## config.mk

```make
export PLATFORM = sky130hd
export DESIGN_NAME = skip_table_xor_exec
export DESIGN_NICKNAME = d
export VERILOG_FILES = /design/src/shared/exec_pkg.sv /design/src/core/table_rom_port.sv /design/src/core/skip_table_xor_exec.sv
export VERILOG_INCLUDE_DIRS = /design/src /design/src/shared
export SDC_FILE = /design/constraint.sdc
export NUM_CORES = 1
export LEC_CHECK = 0
export ABC_AREA = 1
export BUFFER_PORTS_ARGS = -buffer_cell sky130_fd_sc_hd__buf_2
export CAP_MARGIN = 20
export CORE_AREA = 3 3 91 93
export DETAILED_ROUTE_END_ITERATION = 10
export DIE_AREA = 0 0 94 96
export HOLD_SLACK_MARGIN = 0.15
export PLACE_DENSITY = 0.83
export RECOVER_POWER = 25
export SYNTH_ARGS = -nofsm -noshare
export SYNTH_HDL_FRONTEND = slang
export SYNTH_SLANG_ARGS = --single-unit
```

## constraint.sdc

```tcl
create_clock -name core_clk -period 2.65 [get_ports core_clk]
set_input_delay 0.53 -clock core_clk [delete_from_list [all_inputs] [get_ports core_clk]]
set_output_delay 0.53 -clock core_clk [all_outputs]
set_load 0.005 [all_outputs]
```

## src/shared/exec_defs.svh

```systemverilog
/*
 * constants for the skip / table-read / exclusive-or execution unit.
 * assumes inclusion by bare name from design files.
 */
`ifndef EXEC_DEFS_SVH
`define EXEC_DEFS_SVH

`define DATA_W        8
`define ROM_AW        14
`define RAM_AW        12
`define PAGE_BITS     8
`define ACC_RESET     8'h00
`define TABLE_HIGH_LATCH_RESET    8'h00
`define ZERO_BIT      0

`endif

```

## src/shared/exec_pkg.sv

```systemverilog
/*
 * types for the execution unit: operation codes and carriers.
 * assumes the defs header sits beside it.
 */
`include "exec_defs.svh"
package exec_pkg;

  typedef enum logic [3:0] {
    OP_NONE           = 4'h0,
    OP_SWAP_TO_ACC    = 4'h1,
    OP_SKIP_NULL      = 4'h2,
    OP_COPY_SKIP_NULL = 4'h3,
    OP_SKIP_BIT_CLR   = 4'h4,
    OP_TABLE_CUR      = 4'h5,
    OP_TABLE_FINAL    = 4'h6,
    OP_XOR_ACC        = 4'h7,
    OP_XOR_MEM        = 4'h8,
    OP_XOR_IMM        = 4'h9
  } exec_op_t;

  typedef struct packed {
    exec_op_t              op;
    logic [`RAM_AW-1:0]    addr;
    logic [2:0]            bit_sel;
    logic [`DATA_W-1:0]    imm;
  } exec_req_t;

  typedef struct packed {
    logic                  we;
    logic [`RAM_AW-1:0]    addr;
    logic [`DATA_W-1:0]    data;
  } mem_wr_t;

endpackage

```

## src/core/table_rom_port.sv

```systemverilog
/*
 * table fetch port: forms the program rom word address and registers the word.
 * assumes a synchronous rom answering one cycle after the address.
 */
`timescale 1ns/1ps
`default_nettype none
`include "exec_defs.svh"
module table_rom_port #(
  parameter int ROM_AW    = `ROM_AW,
  parameter int PAGE_BITS = `PAGE_BITS
) (
  // clock and reset
  input  wire logic                 core_clk,
  input  wire logic                 resetn,
  // request
  input  wire logic                 fetch,
  input  wire logic                 final_page,
  input  wire logic [ROM_AW-1:0]    pc,
  input  wire logic [PAGE_BITS-1:0] table_pointer,
  // rom side
  output logic      [ROM_AW-1:0]    rom_addr,
  input  wire logic [15:0]          rom_data,
  // result
  output logic      [15:0]          word_ff,
  output logic                      word_vld_ff
);
  if (PAGE_BITS >= ROM_AW || PAGE_BITS < 1) begin
    $error("page bits must be below rom address width");
  end

  logic [15:0] nxt_word;
  logic        nxt_word_vld;
  logic        pend_ff;
  logic        nxt_pend;

  // page from pc or all ones, offset from pointer
  always_comb begin
    rom_addr     = {(final_page ? {(ROM_AW-PAGE_BITS){1'b1}} : pc[ROM_AW-1:PAGE_BITS]), table_pointer};
    nxt_pend     = fetch;
    nxt_word_vld = pend_ff;
    nxt_word     = pend_ff ? rom_data : word_ff;
  end

  always_ff @(posedge core_clk or negedge resetn) begin
    if (!resetn) begin
      pend_ff     <= 1'b0;
      word_vld_ff <= 1'b0;
      word_ff     <= 16'h0000;
    end else begin
      pend_ff     <= nxt_pend;
      word_vld_ff <= nxt_word_vld;
      word_ff     <= nxt_word;
    end
  end
endmodule
`default_nettype wire

```

## src/core/skip_table_xor_exec.sv

```systemverilog
/*
 * execution unit for zero-test skips, table reads, exclusive-or and nibble swap.
 * assumes the core presents the memory operand with each request on the same clock.
 */
`timescale 1ns/1ps
`default_nettype none
`include "exec_defs.svh"
module skip_table_xor_exec #(
  parameter int ROM_AW    = `ROM_AW,
  parameter int PAGE_BITS = `PAGE_BITS
) (
  // clock and reset
  input  wire logic                     core_clk,
  input  wire logic                     resetn,
  // instruction request
  input  wire logic                     req_vld,
  input  wire exec_pkg::exec_req_t      req,
  input  wire logic [`DATA_W-1:0]       mem_rdata,
  input  wire logic [ROM_AW-1:0]        pc,
  input  wire logic [PAGE_BITS-1:0]     table_pointer,
  // program rom
  output logic      [ROM_AW-1:0]        rom_addr_ff,
  input  wire logic [15:0]              rom_data,
  // results
  output exec_pkg::mem_wr_t             mem_wr_ff,
  output logic      [`DATA_W-1:0]       acc_ff,
  output logic      [`DATA_W-1:0]       table_high_latch_ff,
  output logic                          zero_flag_ff,
  output logic                          discard_ff,
  output logic                          busy_ff
);
  import exec_pkg::*;

  if (PAGE_BITS >= ROM_AW || PAGE_BITS < 1) begin
    $error("page bits must be below rom address width");
  end

  typedef enum logic [1:0] {
    ST_IDLE  = 2'b00,
    ST_DUMMY = 2'b01,
    ST_TABLE = 2'b10,
    ST_WRITE = 2'b11
  } state_t;

  ////////////////////////////////////////////////////////////////////////////
  // table fetch
  logic [ROM_AW-1:0] rom_addr_c;
  logic [15:0]       word;
  logic              word_vld;
  logic              tbl_fetch;
  logic              tbl_final;

  table_rom_port #(.ROM_AW(ROM_AW), .PAGE_BITS(PAGE_BITS)) u_rom_port (
    .core_clk      (core_clk),
    .resetn        (resetn),
    .fetch         (tbl_fetch),
    .final_page    (tbl_final),
    .pc            (pc),
    .table_pointer (table_pointer),
    .rom_addr      (rom_addr_c),
    .rom_data      (rom_data),
    .word_ff       (word),
    .word_vld_ff   (word_vld)
  );

  ////////////////////////////////////////////////////////////////////////////
  // execute
  state_t             state_ff;
  state_t             nxt_state;
  logic [`RAM_AW-1:0] tbl_addr_ff;
  logic [`RAM_AW-1:0] nxt_tbl_addr;
  logic [ROM_AW-1:0]  nxt_rom_addr;
  mem_wr_t            nxt_mem_wr;
  logic [`DATA_W-1:0] nxt_acc;
  logic [`DATA_W-1:0] nxt_table_high_latch;
  logic               nxt_zero;
  logic               nxt_discard;
  logic               nxt_busy;
  logic [`DATA_W-1:0] xres;
  logic               go;

  always_comb begin
    go           = req_vld && (state_ff == ST_IDLE);
    tbl_fetch    = go && (req.op == OP_TABLE_CUR || req.op == OP_TABLE_FINAL);
    tbl_final    = (req.op == OP_TABLE_FINAL);
    xres         = acc_ff ^ ((req.op == OP_XOR_IMM) ? req.imm : mem_rdata);
    nxt_state    = state_ff;
    nxt_tbl_addr = tbl_addr_ff;
    nxt_rom_addr = tbl_fetch ? rom_addr_c : rom_addr_ff;
    nxt_mem_wr   = '0;
    nxt_acc      = acc_ff;
    nxt_table_high_latch     = table_high_latch_ff;
    nxt_zero     = zero_flag_ff;
    nxt_discard  = 1'b0;
    unique case (state_ff)
      ST_IDLE: begin
        if (go) begin
          unique case (req.op)
            OP_SWAP_TO_ACC: nxt_acc = {mem_rdata[3:0], mem_rdata[7:4]};
            OP_SKIP_NULL: begin
              if (mem_rdata == 8'h00) nxt_state = ST_DUMMY;
            end
            OP_COPY_SKIP_NULL: begin
              nxt_acc = mem_rdata;
              if (mem_rdata == 8'h00) nxt_state = ST_DUMMY;
            end
            OP_SKIP_BIT_CLR: begin
              if (!mem_rdata[req.bit_sel]) nxt_state = ST_DUMMY;
            end
            OP_TABLE_CUR, OP_TABLE_FINAL: begin
              nxt_state    = ST_TABLE;
              nxt_tbl_addr = req.addr;
            end
            OP_XOR_ACC, OP_XOR_IMM: begin
              nxt_acc  = xres;
              nxt_zero = (xres == 8'h00);
            end
            OP_XOR_MEM: begin
              nxt_mem_wr = '{we: 1'b1, addr: req.addr, data: xres};
              nxt_zero   = (xres == 8'h00);
            end
            default: ;
          endcase
        end
      end
      ST_DUMMY: begin
        nxt_discard = 1'b1;
        nxt_state   = ST_IDLE;
      end
      ST_TABLE: nxt_state = ST_WRITE;
      ST_WRITE: begin
        if (word_vld) begin
          nxt_mem_wr = '{we: 1'b1, addr: tbl_addr_ff, data: word[7:0]};
          nxt_table_high_latch   = word[15:8];
        end
        nxt_state = ST_IDLE;
      end
    endcase
    nxt_busy = (nxt_state != ST_IDLE);
  end

  always_ff @(posedge core_clk or negedge resetn) begin
    if (!resetn) begin
      state_ff            <= ST_IDLE;
      tbl_addr_ff         <= '0;
      rom_addr_ff         <= '0;
      mem_wr_ff           <= '0;
      acc_ff              <= `ACC_RESET;
      table_high_latch_ff <= `TABLE_HIGH_LATCH_RESET;
      zero_flag_ff        <= 1'b0;
      discard_ff          <= 1'b0;
      busy_ff             <= 1'b0;
    end else begin
      state_ff            <= nxt_state;
      tbl_addr_ff         <= nxt_tbl_addr;
      rom_addr_ff         <= nxt_rom_addr;
      mem_wr_ff           <= nxt_mem_wr;
      acc_ff              <= nxt_acc;
      table_high_latch_ff <= nxt_table_high_latch;
      zero_flag_ff        <= nxt_zero;
      discard_ff          <= nxt_discard;
      busy_ff             <= nxt_busy;
    end
  end
endmodule
`default_nettype wire

```

==> summary.txt, run 1 <==
Power
  – Clock power share: 0.235
  – Int Pwr: ~2.7 mW
  – Sw power: approximately 1.4 mW
  – Power per cell area: between 800 and 900 nW/um^2
  – Pleak: about 2.7 nW
  – Worst VDD drop: about 0.63 mV
  – Comb pwr share: 0.279
  – Switching part of the total: 0.334
  – Seq pwr share: 0.487

Timing
  – Final hold vios: 0
  – Highest clock rate: ~460 MHz
  – Clock skew: between 15 and 20 ps
  – Worst Max-Slew Pin Slew: around 800 ps
  – RSZ-0062 raised after global routing: false
  – Hold WS: 373 ps
  – Final critical-path share of the clock period: 0.823
  – Max-slew headroom: 0.468
  – Final setup violation count: 0
  – Slew Viols, Final: 0
  – Final worst path period need: 2180 ps
  – Setup TNS: 0 ps

GRT
  – Vias in the first global route: 3307
  – Gr usage total: 0.207
  – Met1 GRT Util: 0.259
  – Gr busiest metal: met2
  – Met2 usage: 0.345
  – Global route total overflow: 0
  – Largest net degree at the start of global routing: 55
  – First-pass GRT wire length: ~15 mm
  – Initial antenna violation count: 0
  – Met3 Usage GRT: 0.0532

Yosys
  – Synthesized area: between 4000 and 5000 sq um
  – Asr flop ratio synth: 1.00
  – Post-synthesis sequential area ratio: 0.526
  – Ys flop type: dfrtp_1
  – Synth Register Bits: 86
  – Compound-Gate Fraction of Synth Area: 0.115
  – Main area contributors after synthesis: dfrtp_1 (53%), nand2_1 (12%), inv_1 (4.8%), mux2_2 (4.4%), o21ai_0 (3.5%)
  – Count of flip-flops with a built-in enable after synthesis: 0
  – Syn avg cell area: 9.01 sq um
  – Synth Net Count: roughly 530
  – Mapped Cells: ~450
  – YS warnings: 0
  – Synth cell count leaders: nand2_1 (133), dfrtp_1 (86), inv_1 (52), o21ai_0 (29), nor2_1 (28)
  – Simple-Gate Fraction of Synth Area: 0.201
  – Xor and xnor area share after synthesis: 0
  – Most common cell in the netlist: nand2_1
  – Area share of the largest cell type after synthesis: 0.526
  – Post-Synth Adder-Cell Area: 0.0122
  – Synth unique cells: 29
  – Main combinational cell family by area after synthesis: simple AND/OR/NAND/NOR gates
  – Multiplexer share of the synthesized area: 0.0771
  – Yosys top cell by area: dfrtp_1

Min path
  – Hold path cells: 3
  – Worst min path class: in -> reg
  – Hold Crit Start: rom_data[11]
  – Hold EP: u_rom_port.word_ff[11]

Worst setup path
  – Worst flop-to-flop path endpoint: mem_wr_ff[17]
  – Critical Path End Type: flop
  – Crit-path max cell delay: 440 ps
  – CP delay by family, top: buffers and inverters
  – Worst reg2reg startpoint: state_ff[0]
  – Critical path, cell by cell: inv_1 -> ha_1 -> nand2_1 -> inv_1 -> nand2_1 -> inv_1 -> buf_4 -> nand2_1 -> a21oi_1
  – CP required: roughly 2900 ps
  – CP Max Fanout: 14
  – WP buf/inv: 4
  – Slowest CP cell: dfrtp_1
  – Arrival @ worst endpoint: around 2400 ps
  – Worst Reg-to-Reg Cells: 9
  – CP startpoint kind: flop
  – Reg-to-reg slack, setup: approximately 470 ps
  – Setup Crit Path Kind: reg -> reg

Cells and area
  – Fin cells: roughly 680
  – # diodes: 0
  – Layout cells sized above 1: 0.304
  – Area grow syn2layout: 21.8%
  – Finished Cell Area: 4980 sq um
  – # fillers: 637
  – Layout Nets: 657

Clock network
  – Clock Path Buffers: 2
  – CTS tree: done
  – Post-CTS Setup Inserts: 0
  – H-tree depth: 3
  – TritonCTS buffer count: 9
  – Reg clk slew, reported paths: ~100 ps
  – Clk_lat worst skew: roughly 350 ps
  – Clock root cell: clkbuf_8
  – Post-CTS Hold Fix Bufs: 1
  – Post-CTS sizing: 0
  – Clk sink count: 86

Place
  – Hpwl dp: approximately 7 mm
  – Placed Area: approximately 4800 sq um
  – Cells after DPL: between 600 and 700
  – IO Port Bufs: 121
  – Gp weighted congestion: 0.904

Floorplan
  – Die area: around 9000 sq um
  – Core Footprint: 7610 sq um
  – Io pins: 130
  – Starting Density: 0.538
  – Core Rows: 32
  – Die Ht: about 96 um
  – Die X: 94 um

Route
  – DRC: 0
  – DR WL/cell: ~13 um
  – Initial DRC Count: roughly 140
  – Antenna-violating nets left: 0
  – Total Routed Length: 9.16 mm
  – Vias: approximately 3.5k
  – Routed vias/inst: ~5.0
  – DRT Pass-1 Iters: 4

Job
  – Max Cap Viol: 0

Run status
  – Outcome: completed
cell type report:
| type | instances | area [sq um] | area share |
|---|---|---|---|
| Inverter | 54 | 203 | 0.0407 |
| Timing Repair Buffer | 125 | 633 | 0.127 |
| Multi-Input combinational cell | 301 | 1660 | 0.333 |
| Tap cell | 102 | 128 | 0.0256 |
| Sequential cell | 86 | 2150 | 0.432 |
| Clock buffer | 9 | 124 | 0.0249 |
| Clock inverter | 7 | 85.1 | 0.0171 |
flip-flops by register name (all words and copies together), names as in the netlist:
register and count:
u_rom_port.word_ff 16, discard_ff 1, tbl_addr_ff 12, acc_ff 8
state_ff 2, mem_wr_ff 21, table_high_latch_ff 8, zero_flag_ff 1
rom_addr_ff 14, u_rom_port.nxt_word_vld 1, u_rom_port.word_vld_ff 1, busy_ff 1
cell usage in the layout (no fill, tap or decap):
master,count
clkinvlp_4,2
ha_1,4
nor3_1,1
clkbuf_8,9
a21oi_1,27
nor2_2,1
inv_1,52
nand3_1,20
mux2_2,16
o21ai_4,1
buf_2,119
o21ai_2,3
mux2_1,12
o21ai_0,29
o22ai_1,9
dfrtp_1,86
nor2_1,28
buf_4,1
nor2_8,1
inv_8,2
clkbuf_2,1
clkbuf_1,2
o211ai_2,3
nand2_2,3
nand2_4,4
nand2_1,133
clkbuf_4,1
dlygate4sd3_1,1
bufinv_16,1
o21bai_1,1
inv_6,2
inv_2,2
nand4_4,1
a21oi_2,3
o211ai_4,1
stage by stage:
stage                     worst slack, ps  utilization  total power [mW]
after floorplan                       937            -              2.67
after global placement                620        0.629              3.10
after detailed placement              485        0.629              3.17
after CTS                             462        0.658              4.13
after global routing                  243        0.655              4.39
final                                 470        0.655              4.09
layer usage:
metal	up-vias	share of wire
met2	121	0.50
met1	1608	0.41
li1	1701	-
met5	-	0
met3	21	0.074
met4	0	0.023
cells by family (layout without fill, tap and decap cells):
| logic type | Yosys count | after routing |
|---|---|---|
| flops | 86 | 86 |
| compound gates | 77 | 77 |
| buf+inv | 67 | 195 |
| simple gates | 192 | 192 |
| fa+ha+maj | 4 | 4 |
| mux | 28 | 28 |
power by group through the flow:
stage	Combinational, mW	Clock [mW]	Sequential (mW)
6_report	1.14	0.959	1.99
5_1_grt	1.31	1.04	2.04
4_1_cts	1.17	0.980	1.99
3_5_place_dp	1.16	0	2.01
3_3_place_gp	1.12	0	1.98
2_1_floorplan	0.682	0	1.99
worst max path at each step:
stage                start               to  slack, ps  depth (start not counted)
3_5_place_dp   state_ff[0]    mem_wr_ff[17]        490                          9
2_1_floorplan  state_ff[0]  tbl_addr_ff[10]        940                          6
3_3_place_gp   state_ff[0]    mem_wr_ff[14]        620                          9
5_1_grt        state_ff[0]    mem_wr_ff[17]        240                          9
4_1_cts        state_ff[0]    mem_wr_ff[17]        460                          9
6_report       state_ff[0]    mem_wr_ff[17]        470                          9
worst min-delay path, delay by kind of cell:
family | cells | cell delay (ps)
buffers and inverters | 1 | 70
AND/OR/NAND/NOR | 1 | 40
AO/OA/AOI/OAI | 1 | 50
Note: power is estimated with default switching activity, not from simulation.
==> run 2, diff against run 1 <==
- CORE_AREA: 3 3 91 93 -> 3 3 99 101
- DIE_AREA: 0 0 94 96 -> 0 0 102 104
- PLACE_DENSITY: 0.83 -> 0.75
- clock period: 2.65 -> 1.8 ns (I/O delays scaled with it)
==> run 2 against run 1 <==
Effect of this change: register-to-register slack got worse by 320 ps; wire length rose by 8.5%; critical path depth did not move; first-iteration DRC count fell by 18%; sequential power rose by 47%; non-clock buffer count rose by 11; global-route usage fell by 1.4 points; flip-flop and latch count did not move; sequential share of layout area fell by 1.3 points; hold slack got worse by 170 ps; clock power rose by 49%; final cell count rose by 3.1%; critical path type unchanged; largest power group unchanged; highest routed layer is now met5.
==> summary.txt, run 2 (same netlist as run 1, synthesis figures left out) <==
Run status
  – Outcome: completed

Route
  – Initial DRC Count: between 100 and 150
  – DRC: 0
  – DRT Pass-1 Iters: 4
  – Total Routed Length: 9.93 mm
  – Routed vias/inst: 4.93
  – Antenna-violating nets left: 0
  – Vias: ~3.5k
  – DR WL/cell: between 10 and 15 um

Cells and area
  – Commonest non-fill, non-tap cells in the layout: nand2_1 (132), buf_2 (120), dfrtp_1 (86)
  – Layout Nets: 669
  – # fillers: ~850
  – Top Registers: mem_wr_ff x21, u_rom_port.word_ff x16, rom_addr_ff x14
  – Fin cells: approximately 710
  – Area grow syn2layout: 25.6%
  – Max reg flops: 21
  – # diodes: 0
  – Layout cells sized above 1: 0.327
  – Largest Register: mem_wr_ff
  – Commonest non-fill, non-tap cell in the layout: nand2_1

Floorplan
  – Die area: 10600 sq um
  – Die Ht: approximately 100 um
  – Starting Density: 0.449
  – Io pins: between 100 and 150
  – Die X: between 100 and 150 um
  – Core Footprint: ~9000 sq um
  – Core Rows: 35

Worst setup path
  – CP startpoint kind: flop
  – Critical Path End Type: flop
  – Setup Crit Path Kind: reg -> reg
  – CP required: about 2100 ps
  – Arrival @ worst endpoint: 1920 ps
  – CP Max Fanout: 20

Clock network
  – TritonCTS buffer count: 9
  – Clk sink count: between 80 and 90
  – H-tree depth: 3
  – CTS tree: done
  – Reg clk slew, reported paths: about 100 ps
  – Clock Path Buffers: 2
  – Clk_lat worst skew: roughly 350 ps
  – Clock root cell: clkbuf_8

GRT
  – Vias in the first global route: ~3.5k
  – Gr usage total: 0.192
  – Global route total overflow: 0
  – Largest net degree at the start of global routing: 37
  – Initial antenna violation count: 1
  – First-pass GRT wire length: about 16 mm

Timing
  – Final hold vios: 0
  – Hold WS: between 200 and 250 ps
  – Worst Max-Slew Pin Slew: around 730 ps
  – Slew Viols, Final: 0
  – Final worst path period need: roughly 1700 ps
  – Max-slew headroom: 0.513
  – Clock skew: between 10 and 15 ps
  – Final critical-path share of the clock period: 0.919
  – RSZ-0062 raised after global routing: false
  – Highest clock rate: a little over 600 MHz
  – Final setup violation count: 0

Power
  – Seq pwr share: 0.474
  – Comb pwr share: 0.293
  – Worst VDD drop: between 0.7 and 0.8 mV
  – Pleak: approximately 2.8 nW
  – Switching part of the total: 0.339
  – Clock power share: 0.233
  – Power per cell area: between 1000 and 1500 nW/um^2
  – Int Pwr: ~4 mW
  – Sw power: ~2.1 mW

Place
  – Hpwl dp: approximately 7.3 mm
  – Cells after DPL: approximately 690
  – IO Port Bufs: ~120
  – Gp weighted congestion: between 0.8 and 0.9

Job
  – Max Cap Viol: 0

Min path
  – Worst min path class: in -> reg
==> run 2: critical path: stages, from the launching register on <==
cell     delay, ps
dfrtp_1        390
inv_1          150
ha_4           190
nand2_4        100
inv_2           90
nand2_1        120
inv_1          110
buf_8          180
nand2_1         80
a21oi_1        160
==> run 2: metrics by stage <==
stage | TNS (ps) | total power, mW | area (sq um) | util | worst slack [ps]
floorplan | 0 | 3.93 | 4090 | - | 86.6
global placement | 0 | 4.63 | 4890 | 0.537 | 44.9
detailed placement | -1010 | 4.74 | 4890 | 0.537 | -49.5
CTS | 0 | 6.20 | 5130 | 0.564 | 20.1
global route | 0 | 6.62 | 5140 | 0.564 | 39.1
finish | 0 | 6.16 | 5140 | 0.564 | 146
==> run 2: per-layer routing <==
metal,GRT usage,up-vias,share of wire
met5,0,-,0.00091
met4,0.0450,2,0.0068
met3,0.0456,10,0.060
met2,0.316,102,0.49
met1,0.256,1633,0.44
li1,-,1729,-
==> run 2: worst paths after layout <==
check	start	end	slack [ps]	depth (start not counted)
worst max-delay path	state_ff[0]	mem_wr_ff[2]	150	9
worst min-delay path	rom_data[14]	u_rom_port.word_ff[14]	210	3
worst max register to register	state_ff[0]	mem_wr_ff[2]	150	9
worst min register to register	table_high_latch_ff[6]	table_high_latch_ff[6]	490	2
max in group asynchronous	resetn	mem_wr_ff[5]	310	3
min in group asynchronous	resetn	u_rom_port.word_ff[15]	590	2
==> run 2: timing repair <==
action	CTS	global route
resized for setup	3	4
setup buffers	0	0
hold buffers	1	0
hold endpoints to repair	26	0
pin swaps	1	0
endpoints found under the setup margin	40	29
cloned	1	0
==> run 2: layout make-up <==
class	instances	area [sq um]	share of cell area
sequential	86	2150	0.419
tap	111	139	0.0270
inverter	54	203	0.0395
clock buffer	9	124	0.0241
timing repair buffer	136	741	0.144
multi-input combinational	302	1690	0.329
clock inverter	7	90.1	0.0175
==> run 2: power by group through the flow <==
stage | Sequential, mW | Clock, mW | Combinational, mW
6_report | 2.92 | 1.43 | 1.81
5_1_grt | 3.01 | 1.54 | 2.06
4_1_cts | 2.93 | 1.46 | 1.81
3_5_place_dp | 2.96 | 0 | 1.79
3_3_place_gp | 2.92 | 0 | 1.72
2_1_floorplan | 2.92 | 0 | 1.00
